<file path="src/hdl/bscan_pkg.sv">
package bscan_pkg;
   // Instruction register
   localparam int IR_WIDTH = 4;
   localparam logic [3:0] OP_EXTEST = 4'h0;
   localparam logic [3:0] OP_IDCODE = 4'h1;
   localparam logic [3:0] OP_SAMPLE = 4'h2;
   localparam logic [3:0] OP_CHIP_RESET = 4'hC;
   localparam logic [3:0] OP_BYPASS = 4'hF;
   localparam logic [3:0] IR_CAPTURE = 4'h1;
   // Identification register layout
   localparam int ID_WIDTH = 32;
   localparam int ID_VER_W = 4;
   localparam int ID_PART_W = 16;
   localparam int ID_MFR_W = 11;
   // Boundary chain cells of one port pin
   localparam int CELLS_PER_PIN = 3;
   localparam int CELL_PU = 0;
   localparam int CELL_OC = 1;
   localparam int CELL_DATA = 2;
   // Register map
   localparam int ADDR_W = 8;
   localparam logic [7:0] OFF_SYSCTRL = 8'h00;
   localparam logic [7:0] OFF_CAUSE = 8'h04;
   localparam logic [7:0] OFF_STATUS = 8'h08;
   localparam int TPD_BIT = 7;
   localparam int CAUSE_FLAG_BIT = 4;
   localparam logic [6:0] SYSCTRL_LOW_RESET = 7'h00;
   localparam logic TPD_RESET = 1'b0;
   localparam logic [1:0] RESP_OKAY = 2'h0;
   localparam logic [1:0] RESP_SLVERR = 2'h2;
   // Timing, in clk_sys cycles
   localparam int TIMED_WINDOW = 4;
   localparam int RESET_TIMEOUT_DEFAULT = 64;

   typedef enum {DR_BOUNDARY, DR_ID, DR_RESET, DR_BYPASS} dr_sel_t;
endpackage : bscan_pkg

</file>
<file path="src/hdl/boundary_scan_test_access.sv">
// What this block does
// RL1 - Instruction register is four bits wide
// RL2 - All scan registers shift LSB first
// RL3 - Code 0x0 selects boundary chain
// RL4 - EXTEST drives latched outputs onto pins immediately
// RL5 - EXTEST capture samples, shift shifts, update applies
// RL6 - Code 0x1 selects ID register, power-up default
// RL7 - ID holds version, part, manufacturer fields
// RL8 - Preload updates latches, pins stay system-driven
// RL9 - Code 0xC selects one-bit chip reset register
// RL10 - Chip held in reset while register is one
// RL11 - Bypass cell captures zero, shifts one bit
// RL12 - No high-Z code; reset tri-states pins
// RL13 - Disable bit off plus fuse enables port
// RL14 - Disable bit needs equal double write, four cycles
// RL15 - Software should disable an unconnected port
// RL16 - Cause flag set by test reset, write-zero clears
// RL17 - Pin has pull-up cell plus two-stage cell
// RL18 - System values feed cells when no scan
// RL19 - Alternate functions sit outside the scan cells
// RL20 - Two-wire pins carry one extra enable cell
// RL21 - Tester never enables driver and two-wire together
// RL22 - ID fields are 4, 16 and 11 bits
// RL23 - Reset lasts a time-out after release
// RL24 - Unassigned codes select the bypass cell
//
// Our own choices: register access over AXI4-Lite and the register offsets.
`timescale 1ns/1ps
module boundary_scan_test_access import bscan_pkg::*; #(
   parameter int PIN_COUNT = 8,
   parameter int TW_COUNT = 2,
   // Identification values are arbitrary
   parameter logic [ID_VER_W-1:0] ID_VERSION = 4'h1,
   parameter logic [ID_PART_W-1:0] ID_PART = 16'h5A3C,
   parameter logic [ID_MFR_W-1:0] ID_MFR = 11'h2B5,
   parameter int RESET_TIMEOUT = RESET_TIMEOUT_DEFAULT
) (
   // System
   input wire logic clk_sys,
   input wire logic rst_n,
   // AXI4-Lite slave
   input wire logic [ADDR_W-1:0] awaddr,
   input wire logic awvalid,
   output logic awready,
   input wire logic [31:0] wdata,
   input wire logic [3:0] wstrb,
   input wire logic wvalid,
   output logic wready,
   output logic [1:0] bresp,
   output logic bvalid,
   input wire logic bready,
   input wire logic [ADDR_W-1:0] araddr,
   input wire logic arvalid,
   output logic arready,
   output logic [31:0] rdata,
   output logic [1:0] rresp,
   output logic rvalid,
   input wire logic rready,
   // Test port pins and controller state
   input wire logic tck,
   input wire logic tdi,
   output logic tdo,
   output logic tdo_oe,
   input wire logic tap_reset,
   input wire logic tap_capture_ir,
   input wire logic tap_shift_ir,
   input wire logic tap_update_ir,
   input wire logic tap_capture_dr,
   input wire logic tap_shift_dr,
   input wire logic tap_update_dr,
   input wire logic test_port_fuse,
   // Port pins
   input wire logic [PIN_COUNT-1:0] pin_in,
   output logic [PIN_COUNT-1:0] pin_out,
   output logic [PIN_COUNT-1:0] pin_oe,
   output logic [PIN_COUNT-1:0] pin_pullup_enable,
   output logic [TW_COUNT-1:0] twowire_buffer_enable,
   // System port logic
   input wire logic [PIN_COUNT-1:0] pin_port_bit,
   input wire logic [PIN_COUNT-1:0] pin_direction_bit,
   input wire logic global_pullup_disable,
   input wire logic [TW_COUNT-1:0] twowire_sys_enable,
   output logic [PIN_COUNT-1:0] pin_input_register,
   output logic chip_reset
);
   localparam int CHAIN = CELLS_PER_PIN * PIN_COUNT + TW_COUNT;
   localparam int AW = 10 + PIN_COUNT;
   localparam int TO_W = $clog2(RESET_TIMEOUT + 1);
   localparam logic [ID_WIDTH-1:0] ID_VALUE =
      {ID_VERSION, ID_PART, ID_MFR, 1'b1}; // see RL7 RL22

   function automatic dr_sel_t decode_dr(input logic [IR_WIDTH-1:0] op);
      dr_sel_t sel;
      sel = DR_BYPASS; // see RL24
      if (op == OP_EXTEST || op == OP_SAMPLE) sel = DR_BOUNDARY;
      if (op == OP_IDCODE) sel = DR_ID;
      if (op == OP_CHIP_RESET) sel = DR_RESET; // see RL9
      return sel;
   endfunction : decode_dr

   function automatic logic addr_mapped(input logic [ADDR_W-1:0] a);
      return a == OFF_SYSCTRL || a == OFF_CAUSE || a == OFF_STATUS;
   endfunction : addr_mapped

   // Everything from the pins passes two flip-flops first
   logic [AW-1:0] async_vec;
   logic [AW-1:0] meta;
   logic [AW-1:0] sync;
   logic tck_s, tdi_s, tap_reset_s, cap_ir_s, sh_ir_s, upd_ir_s;
   logic cap_dr_s, sh_dr_s, upd_dr_s, fuse_s;
   logic [PIN_COUNT-1:0] pin_s;
   assign async_vec = {tck, tdi, tap_reset, tap_capture_ir, tap_shift_ir,
      tap_update_ir, tap_capture_dr, tap_shift_dr, tap_update_dr,
      test_port_fuse, pin_in};
   assign {tck_s, tdi_s, tap_reset_s, cap_ir_s, sh_ir_s, upd_ir_s,
      cap_dr_s, sh_dr_s, upd_dr_s, fuse_s, pin_s} = sync;

   always_ff @(posedge clk_sys) begin
      if (!rst_n) begin
         meta <= '0;
         sync <= '0;
      end else begin
         meta <= async_vec;
         sync <= meta;
      end
   end

   logic tck_d;
   logic tck_rise, tck_fall, port_on, test_port_disable;
   assign tck_rise = tck_s & ~tck_d;
   assign tck_fall = ~tck_s & tck_d;
   assign port_on = fuse_s & ~test_port_disable; // see RL13

   always_ff @(posedge clk_sys) begin
      if (!rst_n) tck_d <= 1'b0;
      else tck_d <= tck_s;
   end

   // Instruction register
   logic [IR_WIDTH-1:0] instr;
   logic [IR_WIDTH-1:0] ir_shift;
   dr_sel_t dr_sel;
   assign dr_sel = decode_dr(instr); // see RL3

   always_ff @(posedge clk_sys) begin
      if (!rst_n || !port_on) begin
         instr <= OP_IDCODE; // see RL6
         ir_shift <= IR_CAPTURE;
      end else if (tck_rise) begin
         if (tap_reset_s) instr <= OP_IDCODE;
         else if (upd_ir_s) instr <= ir_shift; // see RL1
         if (cap_ir_s) ir_shift <= IR_CAPTURE;
         else if (sh_ir_s) ir_shift <= {tdi_s, ir_shift[IR_WIDTH-1:1]};
      end
   end

   // Capture sources and update latches of the boundary chain
   logic [CHAIN-1:0] cap_vec;
   logic [CHAIN-1:0] bs_shift;
   logic [CHAIN-1:0] bs_latch;
   logic [PIN_COUNT-1:0] sys_pullup, lat_pu, lat_oc, lat_od;
   logic [TW_COUNT-1:0] lat_tw;
   assign sys_pullup = ~{PIN_COUNT{global_pullup_disable}}
      & ~pin_direction_bit & pin_port_bit; // see RL18

   // Alternate pin functions attach outside these cells, so the data
   // stage always sees the real pin level
   for (genvar i = 0; i < PIN_COUNT; i++) begin : g_pin
      assign cap_vec[CELLS_PER_PIN*i+CELL_PU] = sys_pullup[i]; // see RL17
      assign cap_vec[CELLS_PER_PIN*i+CELL_OC] = pin_direction_bit[i];
      assign cap_vec[CELLS_PER_PIN*i+CELL_DATA] = pin_s[i]; // see RL19
      assign lat_pu[i] = bs_latch[CELLS_PER_PIN*i+CELL_PU];
      assign lat_oc[i] = bs_latch[CELLS_PER_PIN*i+CELL_OC];
      assign lat_od[i] = bs_latch[CELLS_PER_PIN*i+CELL_DATA];
   end
   for (genvar j = 0; j < TW_COUNT; j++) begin : g_tw
      assign cap_vec[CELLS_PER_PIN*PIN_COUNT+j] = twowire_sys_enable[j];
      assign lat_tw[j] = bs_latch[CELLS_PER_PIN*PIN_COUNT+j]; // see RL20
   end

   // Data registers
   logic [ID_WIDTH-1:0] id_shift;
   logic bypass_cell;
   logic rst_reg;

   always_ff @(posedge clk_sys) begin
      if (!rst_n) begin
         id_shift <= '0;
         bypass_cell <= 1'b0;
         rst_reg <= 1'b0;
         bs_shift <= '0;
         bs_latch <= '0;
      end else if (!port_on) begin
         rst_reg <= 1'b0;
      end else if (tck_rise) begin
         if (cap_dr_s) begin
            unique case (dr_sel)
               DR_BOUNDARY: bs_shift <= cap_vec; // see RL5
               DR_ID: id_shift <= ID_VALUE;
               DR_BYPASS: bypass_cell <= 1'b0; // see RL11
               DR_RESET: ;
            endcase
         end else if (sh_dr_s) begin
            unique case (dr_sel)
               DR_BOUNDARY: bs_shift <= {tdi_s, bs_shift[CHAIN-1:1]};
               DR_ID: id_shift <= {tdi_s, id_shift[ID_WIDTH-1:1]}; // see RL2
               DR_BYPASS: bypass_cell <= tdi_s;
               DR_RESET: rst_reg <= tdi_s; // see RL9
            endcase
         end
         // Preload fills the latches; only EXTEST routes them out
         if (upd_dr_s && dr_sel == DR_BOUNDARY)
            bs_latch <= bs_shift; // see RL8
      end
   end

   // Data leaves on the falling test clock edge
   logic dr_lsb, next_tdo;
   assign dr_lsb = dr_sel == DR_BOUNDARY ? bs_shift[0] :
      dr_sel == DR_ID ? id_shift[0] :
      dr_sel == DR_RESET ? rst_reg : bypass_cell;
   assign next_tdo = sh_ir_s ? ir_shift[0] : dr_lsb;

   always_ff @(posedge clk_sys) begin
      if (!rst_n || !port_on) begin
         tdo <= 1'b0;
         tdo_oe <= 1'b0;
      end else if (tck_fall) begin
         tdo <= next_tdo;
         tdo_oe <= sh_ir_s | sh_dr_s;
      end
   end

   // Chip reset: register level, then the time-out
   logic [TO_W-1:0] to_cnt;

   always_ff @(posedge clk_sys) begin
      if (!rst_n) begin
         to_cnt <= '0;
         chip_reset <= 1'b0;
      end else begin
         if (rst_reg) to_cnt <= TO_W'(RESET_TIMEOUT); // see RL23
         else if (to_cnt != '0) to_cnt <= to_cnt - 1'b1;
         chip_reset <= rst_reg | (to_cnt != '0); // see RL10
      end
   end

   // Pin drive
   logic extest;
   logic [PIN_COUNT-1:0] next_oe, next_out, next_pu;
   logic [TW_COUNT-1:0] next_tw;
   assign extest = instr == OP_EXTEST; // see RL4
   assign next_oe = extest ? lat_oc
      : pin_direction_bit & ~{PIN_COUNT{chip_reset}}; // see RL12
   assign next_out = extest ? lat_od : pin_port_bit;
   assign next_pu = extest ? lat_pu
      : sys_pullup & ~{PIN_COUNT{chip_reset}};
   assign next_tw = extest ? lat_tw
      : twowire_sys_enable & ~{TW_COUNT{chip_reset}};

   always_ff @(posedge clk_sys) begin
      if (!rst_n) begin
         pin_oe <= '0;
         pin_out <= '0;
         pin_pullup_enable <= '0;
         twowire_buffer_enable <= '0;
         pin_input_register <= '0;
      end else begin
         pin_oe <= next_oe;
         pin_out <= next_out;
         pin_pullup_enable <= next_pu;
         twowire_buffer_enable <= next_tw;
         pin_input_register <= pin_s;
      end
   end

   // AXI4-Lite write path
   logic [ADDR_W-1:0] aw_q;
   logic [31:0] w_q;
   logic strb_q, have_aw, have_w;
   logic wr_fire, wr_ctl, wr_cause, wd_tpd;
   assign wr_fire = have_aw & have_w & ~bvalid;
   assign wr_ctl = wr_fire & strb_q & (aw_q == OFF_SYSCTRL);
   assign wr_cause = wr_fire & strb_q & (aw_q == OFF_CAUSE);
   assign wd_tpd = w_q[TPD_BIT];

   always_ff @(posedge clk_sys) begin
      if (!rst_n) begin
         awready <= 1'b1;
         wready <= 1'b1;
         bvalid <= 1'b0;
         bresp <= RESP_OKAY;
         have_aw <= 1'b0;
         have_w <= 1'b0;
         aw_q <= '0;
         w_q <= '0;
         strb_q <= 1'b0;
      end else begin
         if (awvalid && awready) begin
            aw_q <= awaddr;
            have_aw <= 1'b1;
            awready <= 1'b0;
         end
         if (wvalid && wready) begin
            w_q <= wdata;
            strb_q <= wstrb[0];
            have_w <= 1'b1;
            wready <= 1'b0;
         end
         if (wr_fire) begin
            bvalid <= 1'b1;
            bresp <= addr_mapped(aw_q) ? RESP_OKAY : RESP_SLVERR;
            have_aw <= 1'b0;
            have_w <= 1'b0;
         end
         if (bvalid && bready) begin
            bvalid <= 1'b0;
            awready <= 1'b1;
            wready <= 1'b1;
         end
      end
   end

   // The disable bit only moves on a matching second write
   logic [6:0] sysctrl_low;
   logic tpd_arm, tpd_val;
   logic [2:0] tpd_cnt;
   logic cause_flag;

   always_ff @(posedge clk_sys) begin
      if (!rst_n) begin
         sysctrl_low <= SYSCTRL_LOW_RESET;
         test_port_disable <= TPD_RESET;
         tpd_arm <= 1'b0;
         tpd_val <= 1'b0;
         tpd_cnt <= '0;
      end else if (wr_ctl) begin
         sysctrl_low <= w_q[6:0];
         if (tpd_arm && tpd_val == wd_tpd) begin
            test_port_disable <= wd_tpd; // see RL14
            tpd_arm <= 1'b0;
         end else begin
            tpd_arm <= 1'b1;
            tpd_val <= wd_tpd;
            tpd_cnt <= '0;
         end
      end else if (tpd_arm) begin
         tpd_cnt <= tpd_cnt + 1'b1;
         if (tpd_cnt == 3'(TIMED_WINDOW - 1)) tpd_arm <= 1'b0;
      end
   end

   // A new set outranks a clearing write in the same cycle
   always_ff @(posedge clk_sys) begin
      if (!rst_n) cause_flag <= 1'b0;
      else if (rst_reg) cause_flag <= 1'b1; // see RL16
      else if (wr_cause && !w_q[CAUSE_FLAG_BIT]) cause_flag <= 1'b0;
   end

   // AXI4-Lite read path
   logic [31:0] rd_value;
   assign rd_value = araddr == OFF_SYSCTRL
      ? {24'h000000, test_port_disable, sysctrl_low}
      : araddr == OFF_CAUSE ? 32'(cause_flag) << CAUSE_FLAG_BIT
      : araddr == OFF_STATUS ? {26'h0, port_on, chip_reset, instr}
      : 32'h00000000;

   always_ff @(posedge clk_sys) begin
      if (!rst_n) begin
         arready <= 1'b1;
         rvalid <= 1'b0;
         rdata <= '0;
         rresp <= RESP_OKAY;
      end else if (arvalid && arready) begin
         arready <= 1'b0;
         rvalid <= 1'b1;
         rdata <= rd_value;
         rresp <= addr_mapped(araddr) ? RESP_OKAY : RESP_SLVERR;
      end else if (rvalid && rready) begin
         rvalid <= 1'b0;
         arready <= 1'b1;
      end
   end
endmodule : boundary_scan_test_access

</file>
<file path="config.mk">
export PLATFORM = sky130hd
export DESIGN_NAME = boundary_scan_test_access
export DESIGN_NICKNAME = d
export VERILOG_FILES = /design/src/hdl/bscan_pkg.sv /design/src/hdl/boundary_scan_test_access.sv
export SDC_FILE = /design/constraint.sdc
export NUM_CORES = 1
export LEC_CHECK = 0
export CELL_PAD_IN_SITES_DETAIL_PLACEMENT = 1
export CELL_PAD_IN_SITES_GLOBAL_PLACEMENT = 2
export CORE_ASPECT_RATIO = 0.5
export CORE_MARGIN = 2
export CORE_UTILIZATION = 40
export DETAILED_ROUTE_END_ITERATION = 6
export DONT_BUFFER_PORTS = 1
export HOLD_SLACK_MARGIN = 0.02
export MAX_ROUTING_LAYER = met4
export PLACE_DENSITY = 0.86
export REMOVE_ABC_BUFFERS = 1
export SLEW_MARGIN = 5
export SYNTH_ARGS = -nofsm -noshare
export SYNTH_HDL_FRONTEND = slang
export SYNTH_SLANG_ARGS = --single-unit
</file>
<file path="constraint.sdc">
create_clock -name clk_sys -period 4.88 [get_ports clk_sys]
set_input_delay 0.976 -clock clk_sys [delete_from_list [all_inputs] [get_ports clk_sys]]
set_output_delay 0.976 -clock clk_sys [all_outputs]
set_load 0.05 [all_outputs]
</file>
==> impl_metrics.csv <==
group,metric,value,unit
logic_synthesis,netlist.area_leader.share,0.518,
grt,gr-total-overflow,0,
clock_tree,root_buffer,"clkbuf_16",
drt,vias,6388,
logic_synthesis,synth_area_leader_cell,"dfxtp_1",
logic_synthesis,syn_area,0.00863,mm^2
clock_tree,cts.path.max_buffers,3,
floorplan,die_h,108,um
logic_synthesis,ys_seq_elements,223,
job,maxCapViolations,0,
critical_path,crit_type,"reg -> reg",
floorplan,die-area,0.0228,mm^2
clock_tree,cts.htree.levels,1,
logic_synthesis,synth_area_leaders,"dfxtp_1 52%, nand2_1 6.8%, a21oi_1 6.6%",
cells_and_area,largest_reg_flops,32,
logic_synthesis,synth-edff-count,0,
cells_and_area,top_register,"id_shift",
cells_and_area,areaGrowthSynthToFinish,8.66,%
power,power.leakage,0.00340,uW
timing,fmax,391,MHz
placed_design,dp_hpwl,12800,um
status,status,"completed",
drt,routed.top_layer,"met4",
timing,tns,0,ns
clock_tree,ctsHoldBuffers,0,
drt,drt.antenna.violating_nets,0,
clock_tree,clock-sinks,223,
drt,routed_wl,20100,um
logic_synthesis,synthArstFlopShare,0,
placed_design,port_buffers,0,
cells_and_area,reg_top3,"id_shift x32, bs_latch x26, bs_shift x26",
placed_design,dpl_cell_area,0.00863,mm^2
clock_tree,clkSlewWorstSetupHoldPaths,0.06,ns
grt,grt_usage,0.187,
logic_synthesis,synthFlopType,"dfxtp_1",
drt,routed-wl-met2,9360,um
grt,grt_pass1_wl,33600,um
timing,layout_min_cycle_time,2.56,ns
floorplan,start_util,0.414,
drt,dr.pass1.iters,4,
critical_path,arrival,2.91,ns
power,ir_worst_vdd,0.169,mV
drt,dr_wl_met3,988,um
timing,hold_viol,0,
timing,slew_headroom,0.207,
timing,worst_pin_slew,1.19,ns
grt,antenna_found_initial,1,
cells_and_area,fin_area,0.00937,mm^2
floorplan,die_w,212,um
power,power_density,435,mW/mm^2
critical_path,cp-end-kind,"flip-flop",
logic_synthesis,synth_warnings,0,
timing,rsz0062_at_grt,"false",
floorplan,io-pin-count,174,
timing,clock_skew,0.0151,ns
critical_path,cp_max_fo,32,
cells_and_area,drive_gt1_frac,0.0746,
cells_and_area,fillCellCount,2447,
drt,met1_length,9520,um
drt,wl_per_cell,16.4,um
logic_synthesis,avgSynthCellArea,8.84,um^2
grt,grt_max_degree,88,
critical_path,critPathRequiredTime,5.23,ns
floorplan,core_area,0.0208,mm^2
timing,setup_viol,0,
clock_tree,post_cts_buffers,0,
clock_tree,cts_resized,0,
cells_and_area,final_net_count,1037,
logic_synthesis,seq_area_frac_synth,0.518,
critical_path,cp-start-kind,"flip-flop",
logic_synthesis,netlist_instances,976,
drt,dr.first_iter.drc_count,263,
drt,viasPerCell,5.21,
grt,grt_pass1_vias,6546,
min_path,hold_path_class,"reg -> reg",
placed_design,gp_congestion,0.743,
logic_synthesis,ys_types,53,
clock_tree,cts_buffers,22,
drt,route.detailed.drc,0,
timing,finalMaxSlewViolations,0,
clock_tree,insertion_delay,0.51,ns
clock_tree,cts_tree,"built",
timing,fin_crit_sh,0.524,
floorplan,rows,37,
-- worst max-delay path: stages (launching register included) --
cell	delay (ns)
dfxtp_2	0.75
nor2_1	0.20
nand3b_1	0.91
nor3_1	0.46
nor3_1	0.08
-- synth_stat cells, drive strengths merged, types with 10 or more instances --
library cell  count
nor3             34
and2             51
buf              44
nand3            28
nand2           157
nor3b            15
nand2b           11
a211oi           22
nand3b           10
mux2i            27
clkbuf           51
nor4             12
nor2             83
dfxtp           223
o21ai            23
a21oi           114
-- report_power, final --
part / switching [uW] / internal (uW) / total (uW)
sequential: 138 / 1900 / 2030
clock: 690 / 1030 / 1720
combinational: 214 / 109 / 323
-- per-stage QoR --
stage | setup slack [ns] | hold slack (ns) | util | instances | total power, uW
after global routing | 1.94 | 0.444 | 0.450 | 1226 | 4270
after CTS | 2.27 | 0.434 | 0.450 | 1225 | 4140
after detailed placement | 2.25 | 0.420 | 0.414 | 1187 | 2400
after floorplan | 0.890 | 0.412 | - | 906 | 2320
final | 2.32 | 0.428 | 0.450 | 1226 | 4080
after global placement | 2.35 | 0.416 | 0.414 | 1187 | 2390
-- per-layer routing --
metal | GRT usage | vias up
met3 | 0.0458 | 23
met5 | - | -
li1 | - | 3176
met1 | 0.239 | 3082
met4 | 0.0302 | 0
met2 | 0.306 | 107
-- cell families (layout without fill, tap and decap cells) --
group,Yosys count,after routing,share of synthesized area
multiplexers,27,27,0.0313
other,1,27,0.000435
AO/OA/AOI/OAI,184,184,0.135
flip-flops,223,223,0.518
AND/OR/NAND/NOR,428,428,0.243
buffers and inverters,104,55,0.0627
adder cells (fa/ha/maj),3,3,0.00435
XOR/XNOR,6,6,0.00609
-- cells in the final DEF (no fill, tap or decap), types with 10 or more instances in the layout --
master and instances:
clkbuf_16 23, conb_1 26, nor3_1 34, nand3b_1 10
o21ai_0 23, nor4_1 11, a21oi_1 114, nor2_1 83
mux2i_1 27, a211oi_2 19, nand2_1 157, nand2b_1 11
and2_1 51, nand3_1 28, nor3b_1 14, dfxtp_1 222
-- layout make-up --
| type | count | area, um^2 | area share |
|---|---|---|---|
| multi-input cells | 674 | 3720 | 0.397 |
| diodes | 1 | 2.50 | 0.000267 |
| inverters | 9 | 36.3 | 0.00387 |
| flip-flops and latches | 223 | 4470 | 0.476 |
| clock buffers | 33 | 693 | 0.0740 |
| well taps | 273 | 342 | 0.0364 |
| repair buffers | 8 | 60.1 | 0.00641 |
| clock inverters | 5 | 50.0 | 0.00534 |
-- worst paths after layout --
kind                             from                        end  slack (ns)  cells after the start
setup / recovery  sync[11]$_SDFF_PN0_  id_shift[14]$_SDFFE_PN0P_        2.32                      4
hold / removal     meta[9]$_SDFF_PN0_         sync[9]$_SDFF_PN0_        0.43                      1
setup reg to reg  sync[11]$_SDFF_PN0_  id_shift[14]$_SDFFE_PN0P_        2.32                      4
hold reg to reg    meta[9]$_SDFF_PN0_         sync[9]$_SDFF_PN0_        0.43                      1
(Power assumes the default switching activity.)
